**src/verilog/usb_ep_defs.svh**
```systemverilog
// Register offsets, field positions, reset values and timing counts
`ifndef USB_EP_DEFS_SVH
`define USB_EP_DEFS_SVH

// ----------------------------------------------------------------
// Register offsets
// ----------------------------------------------------------------
`define ADDR_EVENT_ENABLE 8'he9
`define ADDR_EVENT_STATUS 8'he8
`define ADDR_EP0_TX_CTRL 8'hea
`define ADDR_EP12_TX_CTRL 8'heb

// ----------------------------------------------------------------
// Status bit positions
// ----------------------------------------------------------------
`define ST_SUSPEND 7
`define ST_BUS_RESET 5
`define ST_EP0_TX_DONE 4
`define ST_EP0_RX_DONE 3
`define ST_EP12_TX_DONE 2
`define ST_EOP 1
`define ST_RESUME 0

// ----------------------------------------------------------------
// Control bit positions
// ----------------------------------------------------------------
`define EN_BUS_RESET 6
`define C0_SEQ 7
`define C0_STALL 6
`define C0_TX_EN 5
`define C0_RX_EN 4
`define C1_TX_EN 5

// ----------------------------------------------------------------
// Reset values and timing
// ----------------------------------------------------------------
`define REG_RESET 8'h00
`define IDLE_SUSPEND_US 3000
`define CLK_MHZ 40
`define IDLE_SUSPEND_CYCLES (`IDLE_SUSPEND_US * `CLK_MHZ)

`endif

```
**src/verilog/usb_ep_pkg.sv**
```systemverilog
// Types shared by the endpoint status and control logic
package usb_ep_pkg;

  typedef enum logic [1:0] {
    HS_NONE,
    HS_ACK,
    HS_NAK,
    HS_STALL
  } handshake_e;

  typedef enum logic [1:0] {
    TOK_IN,
    TOK_OUT,
    TOK_SETUP,
    TOK_OTHER
  } token_e;

  typedef struct packed {
    logic valid;
    token_e kind;
    logic [1:0] endpoint;
  } token_s;

  typedef struct packed {
    logic valid;
    handshake_e kind;
    logic data_pid_one;
    logic [3:0] byte_count;
  } reply_s;

endpackage

```
**src/verilog/usb_endpoint_status_control.sv**
```systemverilog
// Endpoint status flags and handshake decisions for a low-speed function
`include "usb_ep_defs.svh"
`timescale 1ns/100ps
`default_nettype none

module usb_endpoint_status_control (
  input wire logic sys_clk,
  input wire logic rst,
  input wire logic [7:0] reg_addr,
  input wire logic [7:0] reg_wdata,
  input wire logic reg_write,
  input wire logic reg_read,
  output logic [7:0] reg_rdata,
  input wire logic line_bus_reset,
  input wire logic line_eop,
  input wire logic line_activity,
  input wire usb_ep_pkg::token_s token,
  input wire logic ep0_tx_acked,
  input wire logic ep0_rx_acked,
  input wire logic ep12_tx_acked,
  output usb_ep_pkg::reply_s reply,
  output logic usb_clock_gate,
  output logic internal_reset
);

  // ----------------------------------------------------------------
  // Line synchronisers
  // ----------------------------------------------------------------
  // Line events come from the transceiver domain; two stages each
  logic [2:0] line_meta_reg;
  logic [2:0] line_sync_reg;
  logic eop_seen_reg;

  always_ff @(posedge sys_clk or posedge rst) begin
    if (rst) begin
      line_meta_reg <= 3'h0;
      line_sync_reg <= 3'h0;
    end else begin
      line_meta_reg <= {line_activity, line_eop, line_bus_reset};
      line_sync_reg <= line_meta_reg;
    end
  end

  // EOP is a level on the lines; set the flag once per occurrence
  always_ff @(posedge sys_clk or posedge rst) begin
    if (rst) begin
      eop_seen_reg <= 1'b0;
    end else begin
      eop_seen_reg <= line_sync_reg[1];
    end
  end

  logic bus_reset_seen;
  logic eop_rise;
  logic activity_seen;
  assign bus_reset_seen = line_sync_reg[0];
  assign eop_rise = line_sync_reg[1] & ~eop_seen_reg;
  assign activity_seen = line_sync_reg[2];

  // ----------------------------------------------------------------
  // Register write decode
  // ----------------------------------------------------------------
  logic wr_status;
  logic wr_enable;
  logic wr_ep0;
  logic wr_ep12;
  assign wr_status = reg_write && (reg_addr == `ADDR_EVENT_STATUS);
  assign wr_enable = reg_write && (reg_addr == `ADDR_EVENT_ENABLE);
  assign wr_ep0 = reg_write && (reg_addr == `ADDR_EP0_TX_CTRL);
  assign wr_ep12 = reg_write && (reg_addr == `ADDR_EP12_TX_CTRL);

  logic [7:0] event_enable_reg;
  logic [7:0] ep0_tx_control_reg;
  logic [7:0] ep12_tx_control_reg;

  always_ff @(posedge sys_clk or posedge rst) begin
    if (rst) begin
      event_enable_reg <= `REG_RESET;
    end else if (wr_enable) begin
      event_enable_reg <= reg_wdata;
    end
  end

  always_ff @(posedge sys_clk or posedge rst) begin
    if (rst) begin
      ep12_tx_control_reg <= `REG_RESET;
    end else if (wr_ep12) begin
      ep12_tx_control_reg <= reg_wdata;
    end
  end

  // ----------------------------------------------------------------
  // Endpoint-0 control
  // ----------------------------------------------------------------
  logic setup_seen;
  assign setup_seen = token.valid && (token.kind == usb_ep_pkg::TOK_SETUP)
    && (token.endpoint == 2'h0);

  // Sequence, enables and byte count are firmware-owned
  always_ff @(posedge sys_clk or posedge rst) begin
    if (rst) begin
      ep0_tx_control_reg <= `REG_RESET;
    end else begin
      if (wr_ep0) begin
        ep0_tx_control_reg <= reg_wdata;
      end
      // SETUP must always get through, so it beats a firmware write
      if (setup_seen) begin
        ep0_tx_control_reg[`C0_STALL] <= 1'b0;
      end
    end
  end

  // ----------------------------------------------------------------
  // Event status flags
  // ----------------------------------------------------------------
  logic suspend_flag_reg;
  logic resume_flag_reg;
  logic bus_reset_flag_reg;
  logic ep0_tx_done_flag_reg;
  logic ep0_rx_done_flag_reg;
  logic ep12_tx_done_flag_reg;
  logic end_of_packet_flag_reg;

  // Suspend is set and cleared by firmware only
  always_ff @(posedge sys_clk or posedge rst) begin
    if (rst) begin
      suspend_flag_reg <= 1'b0;
    end else if (wr_status) begin
      suspend_flag_reg <= reg_wdata[`ST_SUSPEND];
    end
  end

  // Read-only; follows the reset state on the lines
  always_ff @(posedge sys_clk or posedge rst) begin
    if (rst) begin
      bus_reset_flag_reg <= 1'b0;
    end else begin
      bus_reset_flag_reg <= bus_reset_seen;
    end
  end

  always_ff @(posedge sys_clk or posedge rst) begin
    if (rst) begin
      ep0_tx_done_flag_reg <= 1'b0;
    end else if (ep0_tx_acked) begin
      ep0_tx_done_flag_reg <= 1'b1;
    end else if (wr_status && !reg_wdata[`ST_EP0_TX_DONE]) begin
      ep0_tx_done_flag_reg <= 1'b0;
    end
  end

  always_ff @(posedge sys_clk or posedge rst) begin
    if (rst) begin
      ep0_rx_done_flag_reg <= 1'b0;
    end else if (ep0_rx_acked) begin
      ep0_rx_done_flag_reg <= 1'b1;
    end else if (wr_status && !reg_wdata[`ST_EP0_RX_DONE]) begin
      ep0_rx_done_flag_reg <= 1'b0;
    end
  end

  always_ff @(posedge sys_clk or posedge rst) begin
    if (rst) begin
      ep12_tx_done_flag_reg <= 1'b0;
    end else if (ep12_tx_acked) begin
      ep12_tx_done_flag_reg <= 1'b1;
    end else if (wr_status && !reg_wdata[`ST_EP12_TX_DONE]) begin
      ep12_tx_done_flag_reg <= 1'b0;
    end
  end

  always_ff @(posedge sys_clk or posedge rst) begin
    if (rst) begin
      end_of_packet_flag_reg <= 1'b0;
    end else if (eop_rise) begin
      end_of_packet_flag_reg <= 1'b1;
    end else if (wr_status && !reg_wdata[`ST_EOP]) begin
      end_of_packet_flag_reg <= 1'b0;
    end
  end

  always_ff @(posedge sys_clk or posedge rst) begin
    if (rst) begin
      resume_flag_reg <= 1'b0;
    end else if (activity_seen && suspend_flag_reg) begin
      resume_flag_reg <= 1'b1;
    end else if (wr_status && !reg_wdata[`ST_RESUME]) begin
      resume_flag_reg <= 1'b0;
    end
  end

  logic [7:0] status_view;
  assign status_view = {suspend_flag_reg, 1'b0, bus_reset_flag_reg,
    ep0_tx_done_flag_reg, ep0_rx_done_flag_reg, ep12_tx_done_flag_reg,
    end_of_packet_flag_reg, resume_flag_reg};

  // ----------------------------------------------------------------
  // Read port
  // ----------------------------------------------------------------
  always_ff @(posedge sys_clk or posedge rst) begin
    if (rst) begin
      reg_rdata <= 8'h00;
    end else if (reg_read) begin
      unique case (reg_addr)
        `ADDR_EVENT_STATUS: reg_rdata <= status_view;
        `ADDR_EVENT_ENABLE: reg_rdata <= event_enable_reg;
        `ADDR_EP0_TX_CTRL: reg_rdata <= ep0_tx_control_reg;
        `ADDR_EP12_TX_CTRL: reg_rdata <= ep12_tx_control_reg;
        default: reg_rdata <= 8'h00;
      endcase
    end else begin
      reg_rdata <= 8'h00;
    end
  end

  // ----------------------------------------------------------------
  // Suspend and internal reset outputs
  // ----------------------------------------------------------------
  // Gate is held while suspended; the clock stops outside this block
  always_ff @(posedge sys_clk or posedge rst) begin
    if (rst) begin
      usb_clock_gate <= 1'b0;
    end else begin
      usb_clock_gate <= suspend_flag_reg;
    end
  end

  // Not used inside this block; lasts as long as the line state while EN_BUS_RESET is set
  always_ff @(posedge sys_clk or posedge rst) begin
    if (rst) begin
      internal_reset <= 1'b0;
    end else begin
      internal_reset <= bus_reset_seen
        && event_enable_reg[`EN_BUS_RESET];
    end
  end

  // ----------------------------------------------------------------
  // Handshake decision
  // ----------------------------------------------------------------
  usb_ep_pkg::reply_s reply_next;

  always_comb begin
    reply_next = '0;
    reply_next.valid = token.valid;
    reply_next.kind = usb_ep_pkg::HS_NONE;
    reply_next.data_pid_one = ep0_tx_control_reg[`C0_SEQ];
    reply_next.byte_count = ep0_tx_control_reg[3:0];
    if (token.valid && token.endpoint == 2'h0) begin
      if (token.kind == usb_ep_pkg::TOK_SETUP) begin
        reply_next.kind = usb_ep_pkg::HS_ACK;
      end else if (ep0_tx_control_reg[`C0_STALL] &&
          (token.kind == usb_ep_pkg::TOK_IN ||
           token.kind == usb_ep_pkg::TOK_OUT)) begin
        reply_next.kind = usb_ep_pkg::HS_STALL;
      end else if (token.kind == usb_ep_pkg::TOK_IN) begin
        if (!ep0_tx_control_reg[`C0_TX_EN] || ep0_tx_done_flag_reg) begin
          reply_next.kind = usb_ep_pkg::HS_NAK;
        end else begin
          reply_next.kind = usb_ep_pkg::HS_ACK;
        end
      end else if (token.kind == usb_ep_pkg::TOK_OUT) begin
        if (!ep0_tx_control_reg[`C0_RX_EN] || ep0_rx_done_flag_reg) begin
          reply_next.kind = usb_ep_pkg::HS_NAK;
        end else begin
          reply_next.kind = usb_ep_pkg::HS_ACK;
        end
      end
    end else if (token.valid && token.kind == usb_ep_pkg::TOK_IN) begin
      if (!ep12_tx_control_reg[`C1_TX_EN] || ep12_tx_done_flag_reg) begin
        reply_next.kind = usb_ep_pkg::HS_NAK;
      end else begin
        reply_next.kind = usb_ep_pkg::HS_ACK;
      end
      reply_next.byte_count = ep12_tx_control_reg[3:0];
      reply_next.data_pid_one = ep12_tx_control_reg[7];
    end
  end

  always_ff @(posedge sys_clk or posedge rst) begin
    if (rst) begin
      reply <= '0;
    end else begin
      reply <= reply_next;
    end
  end

endmodule // usb_endpoint_status_control

`default_nettype wire

```
**config.mk**
```make
export PLATFORM = sky130hd
export DESIGN_NAME = usb_endpoint_status_control
export DESIGN_NICKNAME = d
export VERILOG_FILES = /design/src/verilog/usb_ep_pkg.sv /design/src/verilog/usb_endpoint_status_control.sv
export VERILOG_INCLUDE_DIRS = /design/src /design/src/verilog
export SDC_FILE = /design/constraint.sdc
export NUM_CORES = 1
export LEC_CHECK = 0
export ABC_AREA = 1
export BUFFER_PORTS_ARGS = -buffer_cell sky130_fd_sc_hd__buf_2
export CAP_MARGIN = 40
export CORE_MARGIN = 4
export CORE_UTILIZATION = 35
export DETAILED_ROUTE_END_ITERATION = 7
export GPL_ROUTABILITY_DRIVEN = 0
export GPL_TIMING_DRIVEN = 1
export SYNTH_ARGS = -nofsm -noshare
export SYNTH_HDL_FRONTEND = slang
export SYNTH_SLANG_ARGS = --single-unit
```
**constraint.sdc**
```tcl
create_clock -name sys_clk -period 3.8 [get_ports sys_clk]
set_clock_uncertainty 0.2 [all_clocks]
set_input_delay 1.14 -clock sys_clk [delete_from_list [all_inputs] [get_ports sys_clk]]
set_output_delay 1.14 -clock sys_clk [all_outputs]
set_load 0.03 [all_outputs]
```
# Word level (Yosys, flattened, before mapping)
# Index checks and enable logic that the tools add are counted.
# op_classes
addsub	0
n_mul	0
n_div	0
order_cmp	0
eq_ne	6
shifts	0
muxes	24
bitwise	2
reduce_logical	36
# ops
op	count
== test 8 bit, second input constant	4
case mux 8 bit (4 select lines)	1
logical AND 1 bit	16
2-to-1 mux 2 bit	8
2-to-1 mux 7 bit	2
nonzero test 2 bit	6
2-to-1 mux 1 bit	11
zero test 1 bit	8
2-to-1 mux 8 bit	1
2-to-1 mux 5 bit	1
zero test 2 bit	2
logical OR 1 bit	4
== test 2 x 1 -> 1 bit, second input constant	1
== test 2 bit, second input constant	1
AND 1 bit	1
NOT 1 bit	1
# word_totals
ff_bits	56
latchBits	0
mem_bits_rw	0
romBits	0
out_inout_bits	18
wordCells	89
mem_count	0

# Depth between registers and ports, before layout
# Gate-level depths: netlist of the first run.
# logic_depth
ltp_word	8
depth_mapped	8
mapped_depth_nobuf	7

# Least setup slack after synthesis of the first run
# Ideal clock, no wire load.
# synth_timing
path_type	input port to flip-flop
start	input reg_addr[4]
end	register ep12_tx_control_reg[2]
arrival_ns	1.855
path_slack_ns	1.619
path_stages	7
n_path_buf	1
path_cell_list	inv_1 -> nand2_2 -> nor2_8 -> nand2_4 -> nor2_4 -> buf_6 -> o21ai_0
# synth_via
elab_chain_cells	2
# synth_lines
item	line	source
start, declared	usb_endpoint_status_control.sv:9	input wire logic [7:0] reg_addr,
== test 8 bit	-	
logical AND 1 bit	usb_endpoint_status_control.sv:70	assign wr_ep12 = reg_write && (reg_addr == `ADDR_EP12_TX_CTRL);
end signal, assigned	usb_endpoint_status_control.sv:86	ep12_tx_control_reg <= `REG_RESET;
end signal, assigned	usb_endpoint_status_control.sv:88	ep12_tx_control_reg <= reg_wdata;
end, declared	usb_endpoint_status_control.sv:74	logic [7:0] ep12_tx_control_reg;
# No other way between the ends.
# A chain may end at the register's enable or synchronous reset.

# Worst setup path after layout of the first run
# layout_timing
start	input reg_addr[4]
end	register resume_flag_reg
# layout_via
elab_chain_cells	4
# layout_lines
item	line	source
== test 8 bit	-	
logical AND 1 bit	usb_endpoint_status_control.sv:67	assign wr_status = reg_write && (reg_addr == `ADDR_EVENT_STATUS);
logical AND 1 bit	usb_endpoint_status_control.sv:188	end else if (wr_status && !reg_wdata[`ST_RESUME]) begin
nonzero test 2 bit (no source line)	-	
end signal, assigned	usb_endpoint_status_control.sv:185	resume_flag_reg <= 1'b0;
end signal, assigned	usb_endpoint_status_control.sv:187	resume_flag_reg <= 1'b1;
end signal, assigned	usb_endpoint_status_control.sv:189	resume_flag_reg <= 1'b0;
end, declared	usb_endpoint_status_control.sv:118	logic resume_flag_reg;
# No other way between the ends.

==> run_results.csv, run 1 <==
group,metric,value,unit
routing,drc_errors,0,
min_path,hold_depth,0,
setup_path,slowest_stage,"nor2_8",
grt,track_usage,0.1409,
cts,cts_resized,0,
cts,clock_latency,0.30,ns
power_and_ir_drop,p_leak,1.597,nW
placement,dp_hpwl,4038,um
floorplanning,coreArea,6869,sq um
min_path,min_from,"line_meta_reg[0]$_DFF_PP0_",
cts,cts_tree,"yes",
setup_path,cp_top_family,"simple AND/OR/NAND/NOR gates",
logic_synthesis,synth_top_area_frac,0.5617,
logic_synthesis,synth_warnings,0,
floorplanning,io_pins,49,
min_path,hold_path_class,"register to register",
cts,cts.sinks,56,
setup_path,rr_startpoint,"ep0_tx_control_reg[4]$_DFFE_PP0P_",
routing,routed_wl,5531,um
outcome,status,"finished, final reports clean",
timing,rsz0062_at_grt,"no",
grt,grt_overflow,0,
timing,finalHoldViolCount,0,
cts,post-cts-setup-buffers,0,
setup_path,critical_path_class,"input port to register",
logic_synthesis,ys_seq_elements,56,
setup_path,required,3.79,ns
final_layout,area_delta_synth_final,16.60,%
setup_path,crit_chain,"buf_2 > inv_1 > nand2_2 > nor2_8 > nand3_2 > o21ai_0 > nand2_1",
setup_path,critPathArrivalTime,2.36,ns
grt,grt_pass1_vias,2004,
cts,cts_buffer_depth,2,
logic_synthesis,synth_nets,308,
cts,clkTransAtPathRegs,0.09,ns
timing,worst_pin_slew,0.5040,ns
final_layout,drive_above_1_share,0.2287,
timing,min_period_over_period,0.6241,
logic_synthesis,ys_seq_area_frac,0.5617,
cts,cts-root-buf,"clkbuf_8",
grt,grt_max_degree,57,
logic_synthesis,synth_cell_type_count,22,
final_layout,nNetsFinal,358,
routing,vias,1924,
setup_path,end_kind,"register",
timing,max_freq,421.6,MHz
grt,antenna_found_initial,0,
setup_path,crit_buf_inv,2,
timing,fin_hold_ws,0.1530,ns
routing,dr.pass1.iters,4,
floorplanning,die_w,92.43,um
logic_synthesis,netlist_area,2495,sq um
logic_synthesis,syn_area_per_cell,9.007,sq um
placement,place_ws,1.141,ns
setup_path,critPathLaunchType,"input port",
setup_path,worstRegToRegCells,5,
setup_path,rr_endpoint,"reply[6]$_DFF_PP0_",
timing,slew_viol_final,0,
job,maxCapViolations,0,
power_and_ir_drop,power.total,1.069,mW
routing,drt_iter0_markers,107,
setup_path,max_stage_delay,0.41,ns
placement,portBuffers,48,
power_and_ir_drop,power_density,367.4,nW/um^2
grt,grt_pass1_wl,9515,um
routing,viasPerCell,4.538,
final_layout,final_util,0.4235,
timing,worst_slack,1.428,ns
floorplanning,start_util,0.3632,
floorplanning,die_area,8543,sq um
power_and_ir_drop,ir_drop,0.1273,mV
final_layout,antenna_cells,0,
timing,relSlewSlack,0.6640,
logic_synthesis,synthTopCellsByArea,"dfrtp_1 (56%), nand2_1 (12%), nand3_1 (7.8%)",
cts,cts-buffers-inserted,5,
setup_path,regToRegSetupSlack,2.62,ns
cts,htreeDepth,2,
routing,routedWlPerCell,13.04,um
min_path,hold_path_end,"line_sync_reg[0]$_DFF_PP0_",
setup_path,critPathMaxFanout,35,
cts,cts_hold_buf,0,
floorplanning,rows,30,
routing,ant_nets,0,
floorplanning,dieHeight,92.43,um
timing,fin_crit,2.372,ns
logic_synthesis,yosys.area.top_type,"dfrtp_1",
timing,finalSetupTns,0,ns
logic_synthesis,synth_cells,277,
timing,finalSetupViolCount,0,
==> cell usage in the layout (no fill, tap or decap) <==
cell type  netlist  routed
nand2_1         78      78
nor4_1           1       1
nand3_1         39      39
nand4_1          1       1
nand3_2          1       1
nand3_4          1       1
clkbuf_8         0       6
nor2_4           5       5
clkinv_2         1       1
buf_2            0      48
buf_12           0       1
nor2_8           2       2
o21ai_2          2       2
inv_2            1       2
clkbuf_1         1       2
nand2_4          3       3
o21ai_0         29      29
nand2_2          3       3
nor2_1          20      20
o21bai_1         2       2
nor3_1           1       1
dfrtp_1         56      56
inv_1           25      24
==> cell families (layout without fill, tap and decap cells) <==
family	Yosys count	in the layout	share of synthesized area
buf+inv	33	84	0.06369
simple gates	155	155	0.3034
flops	56	56	0.5617
compound gates	33	33	0.07121
==> layout make-up <==
cell class / instances / area [sq um]
repair buffers: 49 / 260.3
flip-flops and latches: 56 / 1401
well taps: 96 / 120.1
inverters: 27 / 102.6
multi-input cells: 188 / 934.6
fillers: 719 / 3960
clock buffers: 8 / 90.09
==> worst max-delay path by stage <==
stage               cells after the start                                end  slack (ns)        start
detailed placement                      7        resume_flag_reg$_DFFE_PP0P_        1.14  reg_addr[4]
global route                            7        resume_flag_reg$_DFFE_PP0P_        1.32  reg_addr[4]
floorplan                               1       bus_reset_flag_reg$_DFF_PP0_        1.09          rst
global placement                        7  ep12_tx_done_flag_reg$_DFFE_PP0P_        1.21  reg_addr[4]
finish                                  7        resume_flag_reg$_DFFE_PP0P_        1.43  reg_addr[4]
CTS                                     7        resume_flag_reg$_DFFE_PP0P_        1.46  reg_addr[4]
==> report_power, final <==
| group | switching (mW) | total [mW] | internal (mW) |
|---|---|---|---|
| clock network | 0.177 | 0.326 | 0.149 |
| logic | 0.0740 | 0.107 | 0.0334 |
| registers | 0.0130 | 0.635 | 0.622 |
| total | 0.264 | 1.07 | 0.804 |
==> routing by layer <==
metal,share of wire,vias to the layer above,track usage
met5,0,-,0
met3,0.058,12,0.02843
li1,-,983,-
met2,0.44,52,0.2260
met4,0.020,0,0.05322
met1,0.48,877,0.1880
==> through the flow <==
step	instance area, sq um	std cells
detailed placement	2819	416
floorplan	2495	277
global route	2909	424
CTS	2909	424
finish	2909	424
global placement	2819	416
==> synthesized netlist by cell type <==
library cell	number
nand2_2	3
o21ai_0	29
inv_2	1
o21ai_2	2
inv_1	25
dfrtp_1	56
o21bai_1	2
nand2_4	3
nand3_4	1
clkbuf_1	1
nand4_1	1
nand2_1	78
nor2_8	2
nor3_1	1
buf_4	1
nor2_1	20
buf_6	4
nand3_2	1
nand3_1	39
nor2_4	5
nor4_1	1
clkinv_2	1
Power figures use the tool's default switching activity.
==> inputs of run 2 (changes only) <==
==> constraint.sdc (replaced) <==
create_clock -name sys_clk -period 1.9 [get_ports sys_clk]
set_clock_uncertainty 0.2 [all_clocks]
set_input_delay 0.57 -clock sys_clk [delete_from_list [all_inputs] [get_ports sys_clk]]
set_output_delay 0.57 -clock sys_clk [all_outputs]
set_load 0.03 [all_outputs]
==> run_results.csv, run 2 (same netlist as run 1, synthesis figures left out) <==
group,metric,value,unit
outcome,status,"finished, final reports clean",
grt,grt_pass1_vias,1910,
cts,cts-root-buf,"clkbuf_8",
timing,rsz0062_at_grt,"no",
setup_path,required,1.13,ns
timing,worst_pin_slew,0.4305,ns
job,maxCapViolations,0,
power_and_ir_drop,ir_drop,0.4127,mV
cts,cts-buffers-inserted,5,
power_and_ir_drop,power_density,722.2,nW/um^2
timing,finalHoldViolCount,0,
timing,relSlewSlack,0.7127,
timing,min_period_over_period,0.8704,
setup_path,critPathArrivalTime,0.88,ns
setup_path,critPathMaxFanout,1,
floorplanning,coreArea,6869,sq um
final_layout,nNetsFinal,367,
setup_path,regToRegSetupSlack,0.72,ns
placement,place_ws,0.02165,ns
min_path,hold_path_class,"input port to asynchronous set/reset pin",
floorplanning,dieHeight,92.43,um
grt,grt_pass1_wl,9625,um
timing,max_freq,604.7,MHz
final_layout,area_delta_synth_final,19.56,%
timing,finalSetupTns,0,ns
setup_path,max_stage_delay,0.40,ns
cts,post-cts-setup-buffers,0,
setup_path,end_kind,"output port",
routing,dr.pass1.iters,5,
cts,cts_resized,0,
grt,grt_overflow,0,
final_layout,antenna_cells,0,
final_layout,layout_commonest_cell,"nand2_1",
cts,htreeDepth,2,
setup_path,crit_buf_inv,1,
routing,routed_wl,5713,um
cts,cts_tree,"yes",
power_and_ir_drop,p_leak,1.647,nW
routing,drc_errors,0,
floorplanning,die_area,8543,sq um
placement,portBuffers,48,
placement,dp_hpwl,4315,um
cts,cts_buffer_depth,2,
setup_path,critical_path_class,"register to output port",
floorplanning,rows,30,
setup_path,rr_startpoint,"ep0_tx_control_reg[5]$_DFFE_PP0P_",
cts,clock_latency,0.30,ns
cts,cts.sinks,56,
power_and_ir_drop,power.total,2.154,mW
final_layout,drive_above_1_share,0.2552,
grt,track_usage,0.1434,
final_layout,layout_common_cells,"nand2_1 (78), dfrtp_1 (56), buf_2 (48), nand3_1 (39), o21ai_0 (29)",
floorplanning,io_pins,49,
timing,worst_slack,0.2463,ns
floorplanning,start_util,0.3632,
routing,drt_iter0_markers,100,
setup_path,critPathLaunchType,"register",
grt,grt_max_degree,57,
setup_path,cp_top_family,"flip-flops",
cts,cts_hold_buf,0,
final_layout,final_util,0.4342,
timing,finalSetupViolCount,0,
cts,clkTransAtPathRegs,0.09,ns
routing,vias,2009,
timing,fin_crit,1.654,ns
timing,slew_viol_final,0,
routing,routedWlPerCell,13.19,um
setup_path,crit_chain,"buf_2",
setup_path,slowest_stage,"dfrtp_1",
setup_path,worstRegToRegCells,5,
grt,antenna_found_initial,0,
routing,viasPerCell,4.640,
setup_path,rr_endpoint,"reply[6]$_DFF_PP0_",
floorplanning,die_w,92.43,um
routing,ant_nets,0,
==> run 2: cell count changes in the layout (fill, tap and decap cells not counted) <==
cell        delta
clkinv_2       +2
buf_4          +9
clkbuf_1       -2
clkinvlp_4     +1
inv_2          -1
==> run 2: cell type report <==
cell class / count / area (sq um)
repair buffers: 58 / 327.8
flip-flops and latches: 56 / 1401
multi-input cells: 188 / 934.6
clock buffers: 6 / 82.58
fillers: 711 / 3886
well taps: 96 / 120.1
clock inverters: 2 / 10.01
inverters: 27 / 106.4
==> run 2: how the worst max path moves through the flow <==
stage | start | end | slack, ns | depth (start not counted)
6_report | reg_rdata[7]$_DFF_PP0_ | reg_rdata[7] | 0.25 | 1
3_5_place_dp | reg_addr[2] | event_enable_reg[2]$_DFFE_PP0P_ | 0.02 | 8
2_1_floorplan | reg_addr[4] | ep12_tx_control_reg[2]$_DFFE_PP0P_ | 0.29 | 7
3_3_place_gp | reg_addr[2] | event_enable_reg[6]$_DFFE_PP0P_ | 0.04 | 8
4_1_cts | reg_rdata[7]$_DFF_PP0_ | reg_rdata[7] | 0.24 | 1
5_1_grt | reg_rdata[3]$_DFF_PP0_ | reg_rdata[3] | 0.22 | 1
==> run 2: layer usage <==
metal | up-vias | global-route usage | part of all wire
li1 | 1002 | - | -
met1 | 928 | 0.2056 | 0.47
met2 | 69 | 0.2133 | 0.44
met3 | 10 | 0.02843 | 0.067
met4 | 0 | 0.05446 | 0.021
met5 | - | 0 | 0
==> run 2: per-stage QoR <==
stage / std cells / cell area [sq um] / hold slack, ns
2_1_floorplan: 277 / 2499 / 0.1312
3_3_place_gp: 425 / 2890 / 0.1322
3_5_place_dp: 425 / 2890 / 0.1363
4_1_cts: 433 / 2983 / 0.1326
5_1_grt: 433 / 2983 / 0.1325
6_report: 433 / 2983 / 0.1099
==> run 2: power by group <==
part | switching, mW | internal [mW]
clock network | 0.368 | 0.292
logic | 0.148 | 0.0737
registers | 0.0291 | 1.24
total | 0.545 | 1.61
